## src/hw/crc16_pkg.sv

```systemverilog
// package for the 16-bit ccitt byte crc engine: offsets, constants, types, functions
// assumes a single clock domain and a plain strobe register port
package crc16_pkg;

  // register port geometry
  localparam int          ADDR_W      = 4;
  localparam int          DATA_W      = 16;
  localparam int          CRC_W       = 16;
  localparam int          BYTE_W      = 8;

  // register byte addresses
  localparam logic [ADDR_W-1:0] RESULT_OFF  = 4'h0;
  localparam logic [ADDR_W-1:0] BYTE_IN_OFF = 4'h4;

  // generator x^16 + x^12 + x^5 + 1, leading term implied
  localparam logic [CRC_W-1:0]  CCITT_POLY  = 16'h1021;

  // reset values
  localparam logic [CRC_W-1:0]  RESULT_RST  = 16'h0000;
  localparam logic [BYTE_W-1:0] BYTE_RST    = 8'h00;
  localparam logic [DATA_W-1:0] RDATA_RST   = 16'h0000;
  localparam logic [DATA_W-1:0] UNMAPPED_RD = 16'h0000;

  // pending byte carried from the write cycle to the update cycle
  typedef struct packed {
    logic              pend;
    logic [BYTE_W-1:0] data;
  } byte_stage_t;

  localparam byte_stage_t STAGE_RST = '{pend: 1'b0, data: BYTE_RST};

  function automatic logic [BYTE_W-1:0] rev8(input logic [BYTE_W-1:0] v);
    logic [BYTE_W-1:0] r;
    r = '0;
    for (int i = 0; i < BYTE_W; i++) begin
      r[i] = v[BYTE_W-1-i];
    end
    return r;
  endfunction : rev8

  function automatic logic [CRC_W-1:0] rev16(input logic [CRC_W-1:0] v);
    logic [CRC_W-1:0] r;
    r = '0;
    for (int i = 0; i < CRC_W; i++) begin
      r[i] = v[CRC_W-1-i];
    end
    return r;
  endfunction : rev16

  // modulo-2 division of (byte * x^16) added to the running remainder, msb first
  function automatic logic [CRC_W-1:0] crc_step(input logic [CRC_W-1:0]  rem,
                                                input logic [BYTE_W-1:0] dvd);
    logic [CRC_W-1:0] r;
    logic             fb;
    r  = rem;
    fb = 1'b0;
    for (int i = BYTE_W - 1; i >= 0; i--) begin
      fb = r[CRC_W-1] ^ dvd[i];
      r  = {r[CRC_W-2:0], 1'b0};
      if (fb) begin
        r = r ^ CCITT_POLY;
      end
    end
    return r;
  endfunction : crc_step

endpackage : crc16_pkg

```

## src/hw/crc16_byte_step.sv

```systemverilog
// one byte of crc division, purely combinational
// assumes the caller registers the result
`timescale 1ns/1ps
module crc16_byte_step (
  // running remainder and dividend byte, already msb-first
  input  wire logic [crc16_pkg::CRC_W-1:0]  rem_i,
  input  wire logic [crc16_pkg::BYTE_W-1:0] dvd_i,
  // next remainder
  output logic      [crc16_pkg::CRC_W-1:0]  next_o
);

  assign next_o = crc16_pkg::crc_step(rem_i, dvd_i);

endmodule : crc16_byte_step

```

## src/hw/crc16_ccitt_byte_engine.sv

```systemverilog
// software-driven 16-bit ccitt crc engine fed one byte per register write
// assumes a master on clk_i that never issues read and write together
//
// What this block does
// - divide modulo 2 by x^16 + x^12 + x^5 + 1
// - code is 16 bits wide, data arrives in 8-bit units
// - each byte written to the input register triggers one update step
// - the new code stands in the result register two cycles after the write
// - each written byte is bit-reversed, bit 0 becoming the dividend msb
// - reversed byte times x^16 plus remainder, reduced by the polynomial
// - reading the result register returns the remainder bit-reversed
// - the remainder stays as running state for the next byte
//
// Added by the designer: the plain strobed port and the register offsets.
`timescale 1ns/1ps
module crc16_ccitt_byte_engine (
  // clock and reset
  input  wire logic                         clk_i,
  input  wire logic                         rst_i,
  // register port
  input  wire logic [crc16_pkg::ADDR_W-1:0] addr_i,
  input  wire logic [crc16_pkg::DATA_W-1:0] wdata_i,
  input  wire logic                         we_i,
  input  wire logic                         re_i,
  output logic      [crc16_pkg::DATA_W-1:0] rdata_o
);

  logic [crc16_pkg::CRC_W-1:0]  rem_q;
  logic [crc16_pkg::CRC_W-1:0]  rem_d;
  logic [crc16_pkg::BYTE_W-1:0] byte_q;
  crc16_pkg::byte_stage_t       stage_q;
  logic [crc16_pkg::DATA_W-1:0] rdata_q;
  logic [crc16_pkg::DATA_W-1:0] rdata_d;
  logic [crc16_pkg::CRC_W-1:0]  step_next;
  logic [crc16_pkg::BYTE_W-1:0] step_byte;

  // address decode
  wire sel_res  = (addr_i == crc16_pkg::RESULT_OFF);
  wire sel_byte = (addr_i == crc16_pkg::BYTE_IN_OFF);
  wire wr_res   = we_i && sel_res;
  wire wr_byte  = we_i && sel_byte;
  wire rd_res   = re_i && sel_res;
  wire rd_byte  = re_i && sel_byte;

  // bit 0 of the written byte leads the division
  assign step_byte = crc16_pkg::rev8(stage_q.data);

  crc16_byte_step u_step (
    .rem_i  (rem_q),
    .dvd_i  (step_byte),
    .next_o (step_next)
  );

  // a software load wins over a pending step so a fresh block starts clean
  assign rem_d = wr_res       ? wdata_i[crc16_pkg::CRC_W-1:0] :
                 stage_q.pend ? step_next :
                                rem_q;

  // read mux, bits above the byte read as zero
  assign rdata_d = rd_res  ? crc16_pkg::rev16(rem_q) :
                   rd_byte ? {{(crc16_pkg::DATA_W-crc16_pkg::BYTE_W){1'b0}}, byte_q} :
                   re_i    ? crc16_pkg::UNMAPPED_RD :
                             rdata_q;

  always_ff @(posedge clk_i or posedge rst_i) begin
    if (rst_i) begin
      rem_q <= crc16_pkg::RESULT_RST;
    end else begin
      rem_q <= rem_d;
    end
  end

  // byte capture in the write cycle, division in the next: two-cycle latency
  always_ff @(posedge clk_i or posedge rst_i) begin
    if (rst_i) begin
      stage_q <= crc16_pkg::STAGE_RST;
      byte_q  <= crc16_pkg::BYTE_RST;
    end else begin
      stage_q.pend <= wr_byte;
      if (wr_byte) begin
        stage_q.data <= wdata_i[crc16_pkg::BYTE_W-1:0];
        byte_q       <= wdata_i[crc16_pkg::BYTE_W-1:0];
      end
    end
  end

  // read data stand only in the cycle after the strobe
  always_ff @(posedge clk_i or posedge rst_i) begin
    if (rst_i) begin
      rdata_q <= crc16_pkg::RDATA_RST;
    end else if (re_i) begin
      rdata_q <= rdata_d;
    end else begin
      rdata_q <= crc16_pkg::RDATA_RST;
    end
  end

  assign rdata_o = rdata_q;

  property p_poly_known;
    @(posedge clk_i) disable iff (rst_i)
      (stage_q.pend && !wr_res && rem_q == 16'h0000 && step_byte == 8'h80)
      |=> (rem_q == 16'h9188);
  endproperty
  a_poly_known: assert property (p_poly_known)
    else $error("step of 80 on zero remainder is not 9188");

  property p_byte_read_zero_high;
    @(posedge clk_i) disable iff (rst_i)
      rd_byte |=> (rdata_o == {8'h00, $past(byte_q)});
  endproperty
  a_byte_read_zero_high: assert property (p_byte_read_zero_high)
    else $error("byte input read back wrong or high bits set");

  property p_write_triggers;
    @(posedge clk_i) disable iff (rst_i)
      wr_byte |=> (stage_q.pend && stage_q.data == $past(wdata_i[7:0]));
  endproperty
  a_write_triggers: assert property (p_write_triggers)
    else $error("byte write did not start an update");

  property p_two_cycles;
    @(posedge clk_i) disable iff (rst_i)
      (wr_byte && !stage_q.pend) ##1 (!wr_byte && !wr_res)
      |=> (!stage_q.pend && rem_q == crc16_pkg::crc_step($past(rem_q),
                                                         crc16_pkg::rev8($past(byte_q))));
  endproperty
  a_two_cycles: assert property (p_two_cycles)
    else $error("code not ready two cycles after byte write");

  property p_reverse;
    @(posedge clk_i) disable iff (rst_i)
      stage_q.pend |-> (step_byte[7] == stage_q.data[0] && step_byte[0] == stage_q.data[7]);
  endproperty
  a_reverse: assert property (p_reverse)
    else $error("written byte not reversed before division");

  property p_step_update;
    @(posedge clk_i) disable iff (rst_i)
      (stage_q.pend && !wr_res)
      |=> (rem_q == crc16_pkg::crc_step($past(rem_q), $past(step_byte)));
  endproperty
  a_step_update: assert property (p_step_update)
    else $error("remainder did not take the division result");

  property p_result_read;
    @(posedge clk_i) disable iff (rst_i)
      rd_res |=> (rdata_o == crc16_pkg::rev16($past(rem_q)));
  endproperty
  a_result_read: assert property (p_result_read)
    else $error("result read is not the reversed remainder");

  property p_hold;
    @(posedge clk_i) disable iff (rst_i)
      (!stage_q.pend && !wr_res) |=> $stable(rem_q);
  endproperty
  a_hold: assert property (p_hold)
    else $error("remainder changed without a byte or load");

  property p_load_value;
    @(posedge clk_i) disable iff (rst_i)
      wr_res |=> (rem_q == $past(wdata_i[crc16_pkg::CRC_W-1:0]));
  endproperty
  a_load_value: assert property (p_load_value)
    else $error("result write did not load the remainder as written");

  property p_load_wins;
    @(posedge clk_i) disable iff (rst_i)
      (wr_res && stage_q.pend) |=> (rem_q == $past(wdata_i[crc16_pkg::CRC_W-1:0]));
  endproperty
  a_load_wins: assert property (p_load_wins)
    else $error("pending step overrode a result write");

  property p_load_then_read;
    @(posedge clk_i) disable iff (rst_i)
      wr_res ##1 rd_res
      |=> (rdata_o == crc16_pkg::rev16($past(wdata_i[crc16_pkg::CRC_W-1:0], 2)));
  endproperty
  a_load_then_read: assert property (p_load_then_read)
    else $error("loaded start value not read back reversed");

  property p_pend_one_shot;
    @(posedge clk_i) disable iff (rst_i)
      (stage_q.pend && !wr_byte) |=> !stage_q.pend;
  endproperty
  a_pend_one_shot: assert property (p_pend_one_shot)
    else $error("update step ran more than once for one byte");

  property p_no_spurious_pend;
    @(posedge clk_i) disable iff (rst_i)
      !wr_byte |=> !stage_q.pend;
  endproperty
  a_no_spurious_pend: assert property (p_no_spurious_pend)
    else $error("update step started without a byte write");

  property p_unmapped_write;
    @(posedge clk_i) disable iff (rst_i)
      (we_i && !sel_res && !sel_byte) |=> (!stage_q.pend && $stable(byte_q));
  endproperty
  a_unmapped_write: assert property (p_unmapped_write)
    else $error("unmapped write disturbed the engine");

  property p_stage_data_hold;
    @(posedge clk_i) disable iff (rst_i)
      !wr_byte |=> $stable(stage_q.data);
  endproperty
  a_stage_data_hold: assert property (p_stage_data_hold)
    else $error("staged byte changed without a write");

  property p_byte_capture;
    @(posedge clk_i) disable iff (rst_i)
      wr_byte |=> (byte_q == $past(wdata_i[crc16_pkg::BYTE_W-1:0]));
  endproperty
  a_byte_capture: assert property (p_byte_capture)
    else $error("input register did not keep the low byte");

  property p_byte_hold;
    @(posedge clk_i) disable iff (rst_i)
      !wr_byte |=> $stable(byte_q);
  endproperty
  a_byte_hold: assert property (p_byte_hold)
    else $error("input register changed without a write");

  property p_old_until_step;
    @(posedge clk_i) disable iff (rst_i)
      (wr_byte && !stage_q.pend) |=> $stable(rem_q);
  endproperty
  a_old_until_step: assert property (p_old_until_step)
    else $error("remainder moved in the byte write cycle itself");

  property p_ready_visible;
    @(posedge clk_i) disable iff (rst_i)
      wr_byte ##1 !wr_res ##1 rd_res
      |=> (rdata_o == crc16_pkg::rev16(crc16_pkg::crc_step($past(rem_q, 2),
                                                           $past(step_byte, 2))));
  endproperty
  a_ready_visible: assert property (p_ready_visible)
    else $error("read two cycles after a byte write missed the new code");

  property p_reverse_mid;
    @(posedge clk_i) disable iff (rst_i)
      stage_q.pend |-> (step_byte[6] == stage_q.data[1] && step_byte[1] == stage_q.data[6]);
  endproperty
  a_reverse_mid: assert property (p_reverse_mid)
    else $error("bits 1 and 6 of the byte not swapped");

  property p_reverse_core;
    @(posedge clk_i) disable iff (rst_i)
      stage_q.pend |-> (step_byte[5] == stage_q.data[2] && step_byte[2] == stage_q.data[5] &&
                        step_byte[4] == stage_q.data[3] && step_byte[3] == stage_q.data[4]);
  endproperty
  a_reverse_core: assert property (p_reverse_core)
    else $error("inner bits of the byte not swapped");

  property p_poly_one;
    @(posedge clk_i) disable iff (rst_i)
      (stage_q.pend && !wr_res && rem_q == 16'h0000 && step_byte == 8'h01)
      |=> (rem_q == 16'h1021);
  endproperty
  a_poly_one: assert property (p_poly_one)
    else $error("single dividend bit did not leave the polynomial");

  property p_poly_second;
    @(posedge clk_i) disable iff (rst_i)
      (stage_q.pend && !wr_res && rem_q == 16'h9188 && step_byte == 8'hC4)
      |=> (rem_q == 16'h8250);
  endproperty
  a_poly_second: assert property (p_poly_second)
    else $error("second step of the known sequence is wrong");

  property p_zero_step;
    @(posedge clk_i) disable iff (rst_i)
      (stage_q.pend && !wr_res && rem_q == 16'h0000 && step_byte == 8'h00)
      |=> (rem_q == 16'h0000);
  endproperty
  a_zero_step: assert property (p_zero_step)
    else $error("zero byte on zero remainder gave a nonzero code");

  property p_accumulate;
    @(posedge clk_i) disable iff (rst_i)
      (stage_q.pend && !wr_res) ##1 (stage_q.pend && !wr_res)
      |=> (rem_q == crc16_pkg::crc_step(crc16_pkg::crc_step($past(rem_q, 2),
                                                            $past(step_byte, 2)),
                                        $past(step_byte)));
  endproperty
  a_accumulate: assert property (p_accumulate)
    else $error("back to back bytes did not accumulate");

  property p_changed_cause;
    @(posedge clk_i) disable iff (rst_i)
      $changed(rem_q) |-> ($past(stage_q.pend) || $past(wr_res));
  endproperty
  a_changed_cause: assert property (p_changed_cause)
    else $error("remainder changed with no step or load");

  property p_rdata_idle;
    @(posedge clk_i) disable iff (rst_i)
      !re_i |=> (rdata_o == crc16_pkg::RDATA_RST);
  endproperty
  a_rdata_idle: assert property (p_rdata_idle)
    else $error("read data not cleared outside the read window");

  property p_unmapped_read;
    @(posedge clk_i) disable iff (rst_i)
      (re_i && !sel_res && !sel_byte) |=> (rdata_o == crc16_pkg::UNMAPPED_RD);
  endproperty
  a_unmapped_read: assert property (p_unmapped_read)
    else $error("unmapped read returned data");

  property p_rev_read_ends;
    @(posedge clk_i) disable iff (rst_i)
      rd_res |=> (rdata_o[15] == $past(rem_q[0]) && rdata_o[0] == $past(rem_q[15]));
  endproperty
  a_rev_read_ends: assert property (p_rev_read_ends)
    else $error("result read end bits not swapped");

endmodule : crc16_ccitt_byte_engine

```

## config.mk

```make
export PLATFORM = sky130hd
export DESIGN_NAME = crc16_ccitt_byte_engine
export DESIGN_NICKNAME = d
export VERILOG_FILES = /design/src/hw/crc16_pkg.sv /design/src/hw/crc16_byte_step.sv /design/src/hw/crc16_ccitt_byte_engine.sv
export SDC_FILE = /design/constraint.sdc
export NUM_CORES = 1
export LEC_CHECK = 0
export BUFFER_PORTS_ARGS = -buffer_cell sky130_fd_sc_hd__buf_2
export CAP_MARGIN = 0
export CORE_MARGIN = 4
export CORE_UTILIZATION = 40
export DETAILED_ROUTE_END_ITERATION = 10
export SETUP_SLACK_MARGIN = 0.3
export SLEW_MARGIN = 20
export SYNTH_ARGS = -nofsm -noshare
export SYNTH_HDL_FRONTEND = slang
export SYNTH_HIERARCHICAL = 1
export SYNTH_SLANG_ARGS = --single-unit
```

## constraint.sdc

```tcl
create_clock -name clk_i -period 2.97 [get_ports clk_i]
set_input_delay 0.1485 -clock clk_i [delete_from_list [all_inputs] [get_ports clk_i]]
set_output_delay 0.1485 -clock clk_i [all_outputs]
set_load 0.02 [all_outputs]
```

==> summary.txt <==
===================================================================================
Run status ........................................................... finished, violations left
Violated checks ......................................................  hold timing
Register cell area after layout ...................................... 0.001026 mm^2
Area growth, synth to finish .........................................       17.26%
Time the worst path needs with I/O delays and setup ..................     1.625 ns
Number of warnings printed during yosys synthesis ....................            6
Yosys top cell area share ............................................       49.49%
Height of the die ....................................................     80.00 um
Post-synthesis xor/xnor area fraction ................................       18.53%
Worst path bufs/invs .................................................            0
Synthesized netlist cell count .......................................          154
Detailed-placement wirelength estimate ...............................      3220 um
Vias in the first global route .......................................        1,388
Critical path arrival ................................................      1.79 ns
Multi-input logic area ...............................................   994.7 um^2
Sequential-to-total area share from yosys stat .......................       49.49%
Iteration-0 DRC Markers ..............................................           75
Average instance area after synthesis ................................   13.46 um^2
Worst hold slack across all endpoints ................................ -0.003126 ns
Area of the mapped netlist ........................................... 0.002073 mm^2
Crit path cell chain ................................................. xnor2_2 > xnor3_1 > mux2i_1 > o21ai_0
Post-synth top area cell .............................................      dfrtp_1
Number of storage elements in the synthesis netlist ..................           41
Path class of the lowest-slack min-delay path ........................     in2async
Worst reg2reg setup slack ............................................      1.35 ns
Required time reported for the critical path endpoint ................      3.14 ns
Buffers added on ports ...............................................           39
Share of synthesized flip-flops with an asynchronous set or reset ....       100.0%
Count of placed standard cells in the final layout, fillers left out .          264
Final GP Congestion ..................................................       0.7838
H-tree depth .........................................................            2
Clock-pin transition on the worst setup and hold timing paths ........      0.08 ns
Final antenna-violating net count ....................................            0
Pin slew with the least headroom to its limit ........................    0.9327 ns
Core outline area .................................................... 0.004880 mm^2
Reg2Reg Capture Point ................................................     rem_q[6]
Multiplexer share of the synthesized area ............................       12.55%
Crit path max-delay family ........................................... XOR/XNOR gates
Via-to-Cell Ratio ....................................................        5.133
Simple-gate share of the synthesized area ............................       10.08%
Final-report max-slew violation count ................................            0
CTS tree .............................................................         done
TNS Setup ............................................................         0 ns
Largest net degree at the start of global routing ....................           22
Total detailed-routing wirelength ....................................      4452 um
Global-route congestion overflow total ...............................            0
Worst-case clock skew ................................................  0.009091 ns
Post-DR wirelength/cell ..............................................     16.86 um
Initial antenna violation count ......................................            0
Number of detailed-routing iterations run before antenna repair ......            4
Max rail drop VDD ....................................................     334.4 uV
Most used standard cell by instance count after synthesis ............      dfrtp_1
Total of max-cap violations ..........................................            0
Number of synthesized flops with an enable pin .......................            0
Share of layout cells above drive strength 1 .........................       35.03%
Die area ............................................................. 0.006399 mm^2
Global Route Usage Sum ...............................................       15.53%
Remaining DRCs .......................................................            0
Worst r2r src ........................................................    byte_q[2]
Pwr per Cell Area .................................................... 925.9 mW/mm^2
Dominant cells by area after synthesis ............................... dfrtp_1 (49%), mux2i_1 (8.2%), xnor3_1 (5.4%), mux2_2 (4.3%), nand3_1 (3.9%)
Total nets after synthesis ...........................................          178
Final worst path period share ........................................       54.71%
Leakage power ........................................................     1.168 nW
Layout net count .....................................................          220
Final Hold Vio Count .................................................            6
Post-synth top flop ..................................................      dfrtp_1
Worst-path fanout max ................................................            5
Initial cell density of the core .....................................       42.49%
Skew-Pair Late Insertion Delay .......................................      0.29 ns
Number of distinct library cells after synthesis .....................           27
Number of buffers created by CTS .....................................            5
Finish-stage setup viols .............................................            0
Worst-case headroom to the max-slew limit ............................       37.82%
Achievable frequency .................................................    615.5 MHz
Complex-gate fraction of the synthesized area ........................       6.820%
Design Area, Final ................................................... 0.002431 mm^2
CTS root buffer ......................................................     clkbuf_8
Number of instances in the placed design .............................          256
Fill cell count ......................................................          452
Worst R2R Path Depth .................................................            4
Maximum clock insertion buffer count .................................            2
First-pass GRT wire length ...........................................      7396 um
Boundary pin count ...................................................           40
Critical Path Max Stage Delay ........................................      0.47 ns
Total setup buffers inserted after CTS ...............................            0
RSZ-0062 raised after global routing .................................        false
Synth Area in Adders .................................................           0%
Worst Setup Path Type ................................................      reg2reg
Number of buffers added to fix hold violations after cts .............            0
Post-synth top cells ................................................. dfrtp_1 (41), mux2i_1 (17), nand3_1 (16), o21ai_0 (16)
Count of inserted antenna diode cells ................................            0
Cell type of the slowest stage on the worst timing path ..............      xnor3_1
DR vias ..............................................................        1,355
Critical path startpoint category ....................................    flip-flop
Die outline width ....................................................     80.00 um
Post-route core utilization ..........................................       49.82%
Placement row count ..................................................           25
Post-CTS sizing ......................................................            0
Clk sinks ............................................................           41
Kind of end point of the critical path ...............................    flip-flop
Combinational family with the most area after synthesis .............. XOR/XNOR gates
Placement Cell Area .................................................. 0.002330 mm^2
===================================================================================
-- how the worst max path moves through the flow --
| stage | from | to | depth (start not counted) |
|---|---|---|---|
| 2_1_floorplan | byte_q[2] | rem_q[13] | 4 |
| 3_3_place_gp | byte_q[2] | rem_q[5] | 4 |
| 3_5_place_dp | byte_q[2] | rem_q[5] | 4 |
| 4_1_cts | byte_q[2] | rem_q[5] | 4 |
| 5_1_grt | byte_q[2] | rem_q[5] | 4 |
| 6_report | byte_q[2] | rem_q[6] | 4 |
-- metrics by stage --
step                power, mW  worst slack (ns)
floorplan               1.668             1.539
global placement        1.835             1.385
detailed placement      1.857             1.335
CTS                     2.262             1.333
global route            2.401             1.204
finish                  2.251             1.345
-- metal layers --
metal  vias to the layer above  wire (um)  track usage, %
li1                        629          -               -
met1                       683       2014           21.46
met2                        37       2171           24.34
met3                         6        228           4.176
met4                         0         39           3.547
met5                         -          0               0
-- report_power, final --
group	total (mW)	internal [mW]	switching, mW
combinational	0.990	0.622	0.368
clock	0.403	0.210	0.193
sequential	0.858	0.700	0.157
total	2.25	1.53	0.718
-- sequential cells by signal, summed over array words and instances, names as in the netlist --
name and flops:
byte_q 8, rdata_o 16, rem_q 16, stage_q 1
-- placed cells by master (no fill, tap or decap), drive strengths merged, types with 3 or more instances in the layout --
cell	synthesis	routed
xnor3	5	5
buf	5	41
mux2	8	8
dfrtp	41	41
mux2i	17	17
nand3	16	16
and2	9	9
o21ai	16	16
xnor2	12	12
inv	4	4
nor2	3	3
a22o	7	7
xor2	3	3
xor3	4	4
clkbuf	1	7
-- worst register-to-register path, stage by stage, from the launching register on --
cell	delay (ns)
dfrtp_1	0.43
xnor2_2	0.37
xnor3_1	0.47
mux2i_1	0.14
o21ai_0	0.10
-- cell type report --
| type | count | share of cell area, % |
|---|---|---|
| Timing Repair Buffer | 41 | 8.646 |
| Clock inverter | 1 | 0.2059 |
| Inverter | 4 | 0.6176 |
| Sequential cell | 41 | 42.20 |
| Tap cell | 67 | 3.448 |
| Multi-Input combinational cell | 103 | 40.92 |
| Clock buffer | 7 | 3.963 |
-- cell families (layout without fill, tap and decap cells) --
| family | Yosys count | after routing |
|---|---|---|
| AO/OA/AOI/OAI | 23 | 23 |
| buffers and inverters | 10 | 53 |
| XOR/XNOR | 24 | 24 |
| multiplexers | 25 | 25 |
| AND/OR/NAND/NOR | 31 | 31 |
| flip-flops | 41 | 41 |
Power figures use the tool's default switching activity.
